<file path="config.mk">
export PLATFORM = sky130hd
export DESIGN_NAME = mdma_ctrl
export DESIGN_NICKNAME = d
export VERILOG_FILES = /design/src/common/mdma_pkg.sv /design/src/mdma_ctrl.sv
export SDC_FILE = /design/constraint.sdc
export NUM_CORES = 2
export LEC_CHECK = 0
export ABC_AREA = 1
export BUFFER_PORTS_ARGS = -buffer_cell sky130_fd_sc_hd__clkbuf_2
export CAP_MARGIN = 20
export CELL_PAD_IN_SITES_DETAIL_PLACEMENT = 0
export CELL_PAD_IN_SITES_GLOBAL_PLACEMENT = 1
export CORE_MARGIN = 5
export CORE_UTILIZATION = 44
export CTS_BUF_LIST = sky130_fd_sc_hd__clkbuf_8
export CTS_CLUSTER_DIAMETER = 200
export DETAILED_ROUTE_END_ITERATION = 7
export GPL_TIMING_DRIVEN = 0
export PLACE_DENSITY_LB_ADDON = 0.3
export SLEW_MARGIN = 20
export SYNTH_ARGS = -nofsm -noshare
export SYNTH_HDL_FRONTEND = slang
export SYNTH_SLANG_ARGS = --single-unit
</file>
<file path="constraint.sdc">
create_clock -name CLK -period 3.5 [get_ports CLK]
set_input_delay 0.7 -clock CLK [delete_from_list [all_inputs] [get_ports CLK]]
set_output_delay 0.7 -clock CLK [all_outputs]
set_load 0.05 [all_outputs]
</file>
<file path="src/common/mdma_pkg.sv">
// Constants, register map and types of the multichannel micro DMA controller
package mdma_pkg;
	// Channel count and table geometry
	localparam int NCH = 32;
	localparam logic [4:0] CH_MAX = 5'h1F;
	localparam int TBL_BYTES = 1024;
	localparam int TBL_ALIGN = 10;
	// APB register byte offsets
	localparam logic [11:0] OFS_STATUS = 12'h000;
	localparam logic [11:0] OFS_CFG = 12'h004;
	localparam logic [11:0] OFS_CTLBASE = 12'h008;
	localparam logic [11:0] OFS_ALTBASE = 12'h00C;
	localparam logic [11:0] OFS_SWREQ = 12'h010;
	localparam logic [11:0] OFS_ENASET = 12'h014;
	localparam logic [11:0] OFS_ENACLR = 12'h018;
	localparam logic [11:0] OFS_MASKSET = 12'h01C;
	localparam logic [11:0] OFS_MASKCLR = 12'h020;
	localparam logic [11:0] OFS_PRIOSET = 12'h024;
	localparam logic [11:0] OFS_PRIOCLR = 12'h028;
	localparam logic [11:0] OFS_ALTSET = 12'h02C;
	localparam logic [11:0] OFS_ALTCLR = 12'h030;
	localparam logic [11:0] OFS_ERRCLR = 12'h034;
	localparam logic [11:0] OFS_SECSET = 12'h038;
	localparam logic [11:0] OFS_SECCLR = 12'h03C;
	// Reset values
	localparam logic [31:0] RST_WORD = 32'h00000000;
	localparam logic [21:0] RST_BASE = 22'h000000;
	// Control word fields
	localparam int CTL_MODE_LSB = 0;
	localparam int CTL_CNT_LSB = 4;
	localparam int CTL_CNT_W = 10;
	localparam int CTL_SIZE_LSB = 24;
	localparam int CTL_SINC_LSB = 26;
	localparam int CTL_DINC_LSB = 30;
	// Structure word indices
	localparam logic [1:0] W_SRC = 2'h0;
	localparam logic [1:0] W_DST = 2'h1;
	localparam logic [1:0] W_CTL = 2'h2;
	// Item size and increment codes
	localparam logic [1:0] SZ_BYTE = 2'h0;
	localparam logic [1:0] SZ_HALF = 2'h1;
	localparam logic [1:0] SZ_WORD = 2'h2;
	localparam logic [1:0] INC_NONE = 2'h3;
	// Transfer modes held in a structure
	typedef enum logic [2:0] {
		MD_STOP = 3'h0,
		MD_BASIC = 3'h1,
		MD_AUTO = 3'h2,
		MD_PINGPONG = 3'h3,
		MD_MSG = 3'h4,
		MD_MSG_ALT = 3'h5,
		MD_PSG = 3'h6,
		MD_PSG_ALT = 3'h7
	} mdma_mode_t;
	// Engine states
	typedef enum logic [2:0] {
		ST_IDLE = 3'h0,
		ST_FETCH = 3'h1,
		ST_CHECK = 3'h2,
		ST_READ = 3'h3,
		ST_WRITE = 3'h4,
		ST_WBACK = 3'h5
	} mdma_state_t;
endpackage

</file>
<file path="src/mdma_ctrl.sv">
// Multichannel micro DMA controller: APB registers, arbiter and bus master engine
//
// Functional notes
// - Per-channel item width 8, 16 or 32
// - Addresses step byte, half, word or none
// - Two priority levels, set per channel
// - Yield system bus while processor uses it
// - One channel per peripheral direction, one software
// - Maskable peripheral requests, software request any channel
// - Basic mode moves only while request held
// - Auto mode finishes count after one request
// - Ping-pong alternates primary and alternate structures
// - Memory scatter-gather runs task list
// - Peripheral scatter-gather paced by request
// - Full table spans 1024 bytes
// - Alternate structure only for ping-pong, scatter-gather
// - Channel enable clears on completion; software disable
// - Remaining count readable, zero when done
// - Stopped code written into finished structure
// - Own interrupt: software channel and errors only
// - Completion sources clear themselves
// - Bus error flag held until software clears
// - Thirty-two channels numbered 0 to 31
// - Alternate structures at indices 32 to 63
// - Per-channel secondary request source select
//
// The APB slave port and the register offsets were chosen for this implementation.
module mdma_ctrl import mdma_pkg::*; #(
	parameter int SW_CH = 30
) (
	input wire logic CLK,
	input wire logic RESETN,
	input wire logic PSEL,
	input wire logic PENABLE,
	input wire logic PWRITE,
	input wire logic [11:0] PADDR,
	input wire logic [31:0] PWDATA,
	output logic [31:0] PRDATA,
	output logic PREADY,
	output logic PSLVERR,
	input wire logic [NCH-1:0] PERIPH_REQ,
	input wire logic [NCH-1:0] PERIPH_REQ_SEC,
	output logic [NCH-1:0] PERIPH_DONE,
	output logic IRQ,
	input wire logic CPU_BUSY,
	output logic M_REQ,
	output logic M_WRITE,
	output logic [31:0] M_ADDR,
	output logic [1:0] M_SIZE,
	output logic [31:0] M_WDATA,
	input wire logic M_ACK,
	input wire logic M_ERR,
	input wire logic [31:0] M_RDATA
);
	// Elaboration-time parameter check
	if (SW_CH < 0 || SW_CH >= NCH) begin : g_bad_sw_ch
		$error("SW_CH out of channel range");
	end

	// Lowest set bit of a channel vector
	function automatic logic [4:0] first_set(input logic [NCH-1:0] v);
		logic [4:0] idx;
		idx = 5'h0;
		for (int i = NCH - 1; i >= 0; i--) begin
			if (v[i]) begin
				idx = 5'(i);
			end
		end
		return idx;
	endfunction

	// Byte address of one structure word in the table
	function automatic logic [31:0] struct_addr(input logic [21:0] base, input logic alt,
		input logic [4:0] ch, input logic [1:0] w);
		return {base, alt, ch, w, 2'b00};
	endfunction

	// Address step for an increment code
	function automatic logic [31:0] step(input logic [1:0] inc);
		case (inc)
			SZ_BYTE: return 32'h00000001;
			SZ_HALF: return 32'h00000002;
			SZ_WORD: return 32'h00000004;
			default: return 32'h00000000;
		endcase
	endfunction

	// Extract an item from read lanes and replicate it over all lanes
	function automatic logic [31:0] lane_item(input logic [31:0] d, input logic [1:0] a,
		input logic [1:0] sz);
		logic [31:0] sh;
		sh = d >> {a, 3'b000};
		case (sz)
			SZ_BYTE: return {4{sh[7:0]}};
			SZ_HALF: return {2{sh[15:0]}};
			default: return d;
		endcase
	endfunction

	// Register state
	logic cfg_en_r;
	logic [21:0] base_r;
	logic [NCH-1:0] en_r, mask_r, prio_r, alt_r, sec_r, swreq_r, auto_r;
	logic err_r;
	logic pready_r, pslverr_r;
	logic [31:0] prdata_r;
	// Request synchronisers
	logic [NCH-1:0] preq1_r, preq2_r, preqs1_r, preqs2_r;
	// Engine state
	mdma_state_t st_r;
	logic [4:0] ch_r;
	logic sel_r, sw_hit_r, last_r;
	logic [1:0] wi_r;
	logic [31:0] src_r, dst_r, ctl_r, data_r;
	mdma_mode_t mode_r;
	logic mreq_r, mwr_r;
	logic [31:0] maddr_r, mwdata_r;
	logic [1:0] msize_r;
	logic [NCH-1:0] done_r;
	logic irq_r;

	// Decoded bus writes and engine events
	logic apb_wr, bus_done, bus_err;
	logic [NCH-1:0] live_req, pend, hi_pend, hw_dis, hw_auto, ch_bit;
	logic [NCH-1:0] alt_tog, alt_set1, alt_clr1, done_nxt;
	logic [4:0] pick;
	logic [CTL_CNT_W-1:0] cnt_cur;
	mdma_mode_t mode_cur;
	logic paced;

	assign apb_wr = PSEL & PENABLE & PWRITE & pready_r;
	assign bus_done = mreq_r & M_ACK;
	assign bus_err = bus_done & M_ERR;
	assign ch_bit = NCH'(1) << ch_r;
	assign cnt_cur = ctl_r[CTL_CNT_LSB +: CTL_CNT_W];
	assign mode_cur = mdma_mode_t'(ctl_r[CTL_MODE_LSB +: 3]);

	// Request pins pass two flops before use
	always_ff @(posedge CLK) begin
		if (!RESETN) begin
			preq1_r <= RST_WORD;
			preq2_r <= RST_WORD;
			preqs1_r <= RST_WORD;
			preqs2_r <= RST_WORD;
		end else begin
			preq1_r <= PERIPH_REQ;
			preq2_r <= preq1_r;
			preqs1_r <= PERIPH_REQ_SEC;
			preqs2_r <= preqs1_r;
		end
	end

	// Request source select, masking and pending vector
	assign live_req = ((sec_r & preqs2_r) | (~sec_r & preq2_r)) & ~mask_r;
	assign pend = {NCH{cfg_en_r}} & en_r & (swreq_r | auto_r | live_req);
	assign hi_pend = pend & prio_r;
	assign pick = (|hi_pend) ? first_set(hi_pend) : first_set(pend);

	// Paced modes need a live request or a software kick per item
	assign paced = (mode_cur == MD_BASIC) || (mode_cur == MD_PSG) ||
		(mode_cur == MD_PSG_ALT);

	// Engine side effects on per-channel state
	always_comb begin
		hw_dis = '0;
		hw_auto = '0;
		alt_tog = '0;
		alt_set1 = '0;
		alt_clr1 = '0;
		done_nxt = '0;
		if (bus_err) begin
			hw_dis = ch_bit;
		end else if (st_r == ST_CHECK) begin
			if (mode_cur == MD_STOP) begin
				hw_dis = ch_bit;
			end else if (mode_cur == MD_AUTO || mode_cur == MD_MSG ||
				mode_cur == MD_MSG_ALT) begin
				hw_auto = ch_bit;
			end
		end else if (st_r == ST_WBACK && bus_done && wi_r == W_CTL) begin
			if (last_r) begin
				case (mode_r)
					MD_BASIC, MD_AUTO: begin
						hw_dis = ch_bit;
						alt_clr1 = ch_bit;
						done_nxt = ch_bit;
					end
					MD_PINGPONG: begin
						alt_tog = ch_bit;
						done_nxt = ch_bit;
					end
					MD_MSG, MD_PSG: alt_set1 = ch_bit;
					MD_MSG_ALT, MD_PSG_ALT: alt_clr1 = ch_bit;
					default: hw_dis = ch_bit;
				endcase
			end else if ((mode_r == MD_MSG || mode_r == MD_PSG) &&
				cnt_cur[1:0] == 2'h3) begin
				alt_set1 = ch_bit; // four-word task copied
			end
		end
	end

	// Global enable, table base, priority, mask and secondary select
	always_ff @(posedge CLK) begin
		if (!RESETN) begin
			cfg_en_r <= 1'b0;
			base_r <= RST_BASE;
			prio_r <= RST_WORD;
			mask_r <= RST_WORD;
			sec_r <= RST_WORD;
		end else if (apb_wr) begin
			case (PADDR)
				OFS_CFG: cfg_en_r <= PWDATA[0];
				OFS_CTLBASE: base_r <= PWDATA[31:TBL_ALIGN];
				OFS_PRIOSET: prio_r <= prio_r | PWDATA;
				OFS_PRIOCLR: prio_r <= prio_r & ~PWDATA;
				OFS_MASKSET: mask_r <= mask_r | PWDATA;
				OFS_MASKCLR: mask_r <= mask_r & ~PWDATA;
				OFS_SECSET: sec_r <= sec_r | PWDATA;
				OFS_SECCLR: sec_r <= sec_r & ~PWDATA;
				default: cfg_en_r <= cfg_en_r;
			endcase
		end
	end

	// Channel enable: software set wins over a completion clear
	always_ff @(posedge CLK) begin
		if (!RESETN) begin
			en_r <= RST_WORD;
		end else begin
			en_r <= (en_r & ~hw_dis & ~((apb_wr && PADDR == OFS_ENACLR) ? PWDATA : '0)) |
				((apb_wr && PADDR == OFS_ENASET) ? PWDATA : '0);
		end
	end

	// Auto-run latch ends with the channel
	always_ff @(posedge CLK) begin
		if (!RESETN) begin
			auto_r <= RST_WORD;
		end else begin
			auto_r <= (auto_r | hw_auto) & ~hw_dis &
				~((apb_wr && PADDR == OFS_ENACLR) ? PWDATA : '0);
		end
	end

	// Software requests, consumed when the channel is granted
	always_ff @(posedge CLK) begin
		if (!RESETN) begin
			swreq_r <= RST_WORD;
		end else begin
			swreq_r <= (swreq_r & ~((st_r == ST_IDLE && |pend) ? (NCH'(1) << pick) : '0)) |
				((apb_wr && PADDR == OFS_SWREQ) ? PWDATA : '0);
		end
	end

	// Primary or alternate structure per channel
	always_ff @(posedge CLK) begin
		if (!RESETN) begin
			alt_r <= RST_WORD;
		end else begin
			alt_r <= (((alt_r ^ alt_tog) | alt_set1) & ~alt_clr1 &
				~((apb_wr && PADDR == OFS_ALTCLR) ? PWDATA : '0)) |
				((apb_wr && PADDR == OFS_ALTSET) ? PWDATA : '0);
		end
	end

	// Bus error flag, set wins over clear
	always_ff @(posedge CLK) begin
		if (!RESETN) begin
			err_r <= 1'b0;
		end else begin
			err_r <= bus_err | (err_r & ~(apb_wr && PADDR == OFS_ERRCLR && PWDATA[0]));
		end
	end

	// APB answer: one access cycle, unmapped reads zero with error
	always_ff @(posedge CLK) begin
		if (!RESETN) begin
			pready_r <= 1'b0;
			pslverr_r <= 1'b0;
			prdata_r <= RST_WORD;
		end else begin
			pready_r <= PSEL & ~PENABLE;
			pslverr_r <= 1'b0;
			prdata_r <= RST_WORD;
			if (PSEL & ~PENABLE) begin
				case (PADDR)
					OFS_STATUS: prdata_r <= {11'h0, CH_MAX, 12'h0, st_r, cfg_en_r};
					OFS_CFG: prdata_r <= {31'h0, cfg_en_r};
					OFS_CTLBASE: prdata_r <= {base_r, 10'h0};
					OFS_ALTBASE: prdata_r <= {base_r, 1'b1, 9'h0};
					OFS_SWREQ: prdata_r <= swreq_r;
					OFS_ENASET, OFS_ENACLR: prdata_r <= en_r;
					OFS_MASKSET, OFS_MASKCLR: prdata_r <= mask_r;
					OFS_PRIOSET, OFS_PRIOCLR: prdata_r <= prio_r;
					OFS_ALTSET, OFS_ALTCLR: prdata_r <= alt_r;
					OFS_ERRCLR: prdata_r <= {31'h0, err_r};
					OFS_SECSET, OFS_SECCLR: prdata_r <= sec_r;
					default: pslverr_r <= 1'b1;
				endcase
			end
		end
	end

	// Master request: start only while processor is off the bus
	always_ff @(posedge CLK) begin
		if (!RESETN) begin
			mreq_r <= 1'b0;
			mwr_r <= 1'b0;
			maddr_r <= RST_WORD;
			msize_r <= SZ_WORD;
			mwdata_r <= RST_WORD;
		end else if (bus_done) begin
			mreq_r <= 1'b0;
		end else if (!mreq_r && !CPU_BUSY) begin
			case (st_r)
				ST_FETCH: begin
					mreq_r <= 1'b1;
					mwr_r <= 1'b0;
					maddr_r <= struct_addr(base_r, sel_r, ch_r, wi_r);
					msize_r <= SZ_WORD;
				end
				ST_READ: begin
					mreq_r <= 1'b1;
					mwr_r <= 1'b0;
					maddr_r <= src_r;
					msize_r <= ctl_r[CTL_SIZE_LSB +: 2];
				end
				ST_WRITE: begin
					mreq_r <= 1'b1;
					mwr_r <= 1'b1;
					maddr_r <= dst_r;
					msize_r <= ctl_r[CTL_SIZE_LSB +: 2];
					mwdata_r <= lane_item(data_r, src_r[1:0], ctl_r[CTL_SIZE_LSB +: 2]);
				end
				ST_WBACK: begin
					mreq_r <= 1'b1;
					mwr_r <= 1'b1;
					maddr_r <= struct_addr(base_r, sel_r, ch_r, wi_r);
					msize_r <= SZ_WORD;
					mwdata_r <= (wi_r == W_SRC) ? src_r : (wi_r == W_DST) ? dst_r : ctl_r;
				end
				default: mreq_r <= 1'b0;
			endcase
		end
	end

	// Engine sequence: fetch, check, move one item, write back
	always_ff @(posedge CLK) begin
		if (!RESETN) begin
			st_r <= ST_IDLE;
			ch_r <= 5'h0;
			sel_r <= 1'b0;
			sw_hit_r <= 1'b0;
			last_r <= 1'b0;
			wi_r <= W_SRC;
			src_r <= RST_WORD;
			dst_r <= RST_WORD;
			ctl_r <= RST_WORD;
			data_r <= RST_WORD;
			mode_r <= MD_STOP;
		end else if (bus_err) begin
			st_r <= ST_IDLE;
		end else begin
			case (st_r)
				ST_IDLE: begin
					if (|pend) begin
						ch_r <= pick;
						sel_r <= alt_r[pick];
						sw_hit_r <= swreq_r[pick];
						wi_r <= W_SRC;
						st_r <= ST_FETCH;
					end
				end
				ST_FETCH: begin
					if (bus_done) begin
						case (wi_r)
							W_SRC: src_r <= M_RDATA;
							W_DST: dst_r <= M_RDATA;
							default: ctl_r <= M_RDATA;
						endcase
						wi_r <= wi_r + 2'h1;
						st_r <= (wi_r == W_CTL) ? ST_CHECK : ST_FETCH;
					end
				end
				ST_CHECK: begin
					mode_r <= mode_cur;
					if (mode_cur == MD_STOP) begin
						st_r <= ST_IDLE;
					end else if (paced && !live_req[ch_r] && !sw_hit_r) begin
						st_r <= ST_IDLE; // pause without touching table
					end else begin
						st_r <= ST_READ;
					end
				end
				ST_READ: begin
					if (bus_done) begin
						data_r <= M_RDATA;
						st_r <= ST_WRITE;
					end
				end
				ST_WRITE: begin
					if (bus_done) begin
						src_r <= src_r + step(ctl_r[CTL_SINC_LSB +: 2]);
						dst_r <= dst_r + step(ctl_r[CTL_DINC_LSB +: 2]);
						last_r <= (cnt_cur == '0);
						if (cnt_cur == '0) begin
							ctl_r[CTL_MODE_LSB +: 3] <= MD_STOP;
						end else begin
							ctl_r[CTL_CNT_LSB +: CTL_CNT_W] <= cnt_cur - 1'b1;
						end
						wi_r <= W_SRC;
						st_r <= ST_WBACK;
					end
				end
				ST_WBACK: begin
					if (bus_done) begin
						wi_r <= wi_r + 2'h1;
						st_r <= (wi_r == W_CTL) ? ST_IDLE : ST_WBACK;
					end
				end
				default: st_r <= ST_IDLE;
			endcase
		end
	end

	// Completion pulses: peripheral lines, software channel and errors on IRQ
	always_ff @(posedge CLK) begin
		if (!RESETN) begin
			done_r <= RST_WORD;
			irq_r <= 1'b0;
		end else begin
			done_r <= done_nxt & ~(NCH'(1) << SW_CH);
			irq_r <= done_nxt[SW_CH] | err_r;
		end
	end

	assign PRDATA = prdata_r;
	assign PREADY = pready_r;
	assign PSLVERR = pslverr_r;
	assign PERIPH_DONE = done_r;
	assign IRQ = irq_r;
	assign M_REQ = mreq_r;
	assign M_WRITE = mwr_r;
	assign M_ADDR = maddr_r;
	assign M_SIZE = msize_r;
	assign M_WDATA = mwdata_r;
endmodule

</file>
==> run metrics <==
Static Leak 16.4 nW; synthesized area per cell 6.76 sq um; CTS tree yes; CP Capture Type register; register area share after synthesis 0.413; Distinct cells, synth 58; Worst Path Max Fanout 8; routability cong. 1.07; worst-margin pin slew 1.42 ns; failing checks DRC, setup timing; first-pass GRT wire length 246 mm; Final nets 5306; Synth Instances 4686; die area 77400 sq um; switch share 0.275; drt first pass iters 8; total grt overflow 0; P_sw 4.38 mW; Synth Flop Type dfxtp_1; final setup fails 41; Initial Utilization 0.443; Routed WL 179 mm; layout cells sized above 1 0.154; largest net degree at the start of global routing 17; Post-synth EDFFs 0; Post-synth ARST share 0; Logic pwr share 0.072; number of global-route vias before repair 34000; post-route setup slack -0.528 ns; vias per cell 6.06; clock sinks 654; via count 37500; Internal 11.5 mW; Clock Power Share 0.449; peak supply drop 0.000380 V; worst path required time 4.09 ns; Clock Tree Buf Depth 3; core box area 71500 sq um; CTS buffer count 110; largest stage delay on the critical path 0.32 ns; Initial DRC Count 5887; Port Buffers 280; most frequent cells in the layout nand2_1 (845), dfxtp_1 (636), inv_1 (588); WL per Instance 28.9 microns; Hold Path Cell Cnt 3; syn nets 4848; Yosys reg bits 654; YS warnings 0; Layout area overhead 21.3%; hpwl dp 138 mm; Flop pwr share 0.479; skew final 0.0391 ns; R2R depth 41; Final Util 0.537; CP most frequent cell nand2_1; r2r endpoint swreq_r[28]$_SDFF_PN0_; DR DRC count 12; clk_lat worst skew 0.77 ns; most common cell after layout, fill and taps aside nand2_1; reg2reg start swreq_r[29]$_SDFF_PN0_; # IOs 283; hold_ws 0.125 ns; Mapped Area 31700 sq um; max-cap violation count 0; hold_buf cts 0; worst path arrival time 4.62 ns; Min-Delay Endpoint preqs1_r[1]$_SDFF_PN0_; Worst R2R Setup Slack -0.53 ns; unrepaired setup endpoints after global routing true; FP Rows 98; H-tree Lvls 3; Rel. slew slack 0.0529; Slowest cell on crit path dfxtp_1; min-delay src PERIPH_REQ_SEC[1]; total track usage 0.434; status complete, but fails checks; Die Wd 278 microns; Final period util 1.15; critical path class register to register; Fin. Hold Viols 0; Clock Pin Slew Worst Setup and Hold Paths 0.07 ns; Post-DRT Antenna Nets 0; startpoint types register; FMAX 248 MHz; Worst Hold Class primary input to register; Max Slew Vio Count 0; Period minus WS final 4.03 ns; pwr dens 414 nW/um^2; CTS Root Buffer Type clkbuf_8; initial antenna violation count 17; Die Span Y 278 microns
-- cell families (layout without fill, tap and decap cells) --
| family | count (synthesis) | in the layout | share of synthesized area |
|---|---|---|---|
| simple gates | 1813 | 1813 | 0.236 |
| compound gates | 1339 | 1339 | 0.236 |
| buf+inv | 845 | 1384 | 0.103 |
| flops | 654 | 654 | 0.413 |
| xor+xnor | 20 | 20 | 0.00553 |
| fa+ha+maj | 14 | 14 | 0.00600 |
| other cells | 1 | 15 | 0.000118 |
-- cells in the mapped netlist (all sizes together) (12+ instances only) --
library cell / n / area (sq um)
inv: 572 / 2150
o22ai: 58 / 363
a211oi: 21 / 158
nor3: 47 / 235
nand3: 210 / 1100
a31oi: 93 / 582
a22oi: 17 / 128
buf: 26 / 178
ha: 12 / 150
clkinv: 14 / 52.6
a221oi: 21 / 184
clkbuf: 233 / 875
and3: 16 / 100
xor2: 19 / 166
a21oi: 386 / 1930
nand4: 36 / 225
nand2: 891 / 3370
nor2: 569 / 2140
o32ai: 12 / 105
nor4: 24 / 156
dfxtp: 654 / 13100
o211ai: 37 / 278
o21ai: 620 / 3110
a2111oi: 19 / 166
-- area by class of cell --
cell class	count	area, sq um
Antenna cell	14	35.0
Buffer	258	1190
Clock buffer	140	1930
Clock inverter	53	317
Fill cell	7396	33100
Inverter	586	2230
Multi-Input combinational cell	3187	16400
Sequential cell	654	13100
Tap cell	950	1190
Timing Repair Buffer	346	1990
Timing Repair inverter	1	16.3
-- worst max-delay path, delay by kind of cell, from the launching register on --
kind	cells	cell delay (ns)
DFF	1	0.32
and+or+nand+nor	36	2.78
AOI/OAI and AO/OA	2	0.26
buffers and inverters	3	0.48
-- worst max path at each step --
stage,start,slack (ns),depth (start not counted),endpoint
6_report,swreq_r[29]$_SDFF_PN0_,-0.53,41,swreq_r[28]$_SDFF_PN0_
5_1_grt,preqs2_r[31]$_SDFF_PN0_,-0.81,49,sel_r$_SDFFE_PN0P_
4_1_cts,register,-0.49,49,sw_hit_r$_SDFFE_PN0P_
3_5_place_dp,PADDR[9],-2.20,14,PRDATA[0]$_SDFF_PN0_
3_3_place_gp,PADDR[9],-2.21,14,PRDATA[22]$_SDFF_PN0_
2_1_floorplan,ctl_r[27]$_SDFFE_PN0P_,0.41,25,src_r[29]$_SDFFE_PN0P_
-- per-layer routing --
| layer | vias up | share of wire | GRT usage |
|---|---|---|---|
| li1 | 16500 | - | - |
| met2 | 2866 | 0.41 | 0.630 |
| met5 | - | 0.00048 | 0.00549 |
| met3 | 744 | 0.14 | 0.150 |
| met4 | 12 | 0.085 | 0.281 |
| met1 | 17400 | 0.37 | 0.548 |
-- through the flow --
| stage | cells | worst slack (ns) | setup TNS (ns) | area, sq um | total power, mW |
|---|---|---|---|---|---|
| floorplan | 4686 | 0.405 | 0 | 31700 | 8.26 |
| global placement | 5916 | -2.21 | -280.38 | 34300 | 8.84 |
| detailed placement | 5919 | -2.20 | -268.14 | 34300 | 8.84 |
| CTS | 6151 | -0.488 | -7.26 | 37700 | 15.8 |
| global route | 6178 | -0.808 | -21.37 | 38400 | 16.3 |
| finish | 6189 | -0.528 | -13.09 | 38400 | 15.9 |
-- power groups by stage --
| stage | clock network, mW | registers (mW) | logic, mW |
|---|---|---|---|
| after CTS | 7.13 | 7.63 | 1.07 |
| after detailed placement | 0 | 7.79 | 1.06 |
| final | 7.15 | 7.63 | 1.14 |
| after floorplan | 0 | 7.78 | 0.482 |
| after global placement | 0 | 7.79 | 1.05 |
| after global routing | 7.47 | 7.63 | 1.18 |
-- repair_timing --
action	in CTS	in global routing
buffers inserted	36	23
pin swaps	39	64
cloned	4	0
setup endpoints to repair	263	209
gates resized for setup	270	147
Note: power is estimated with default switching activity, not from simulation.
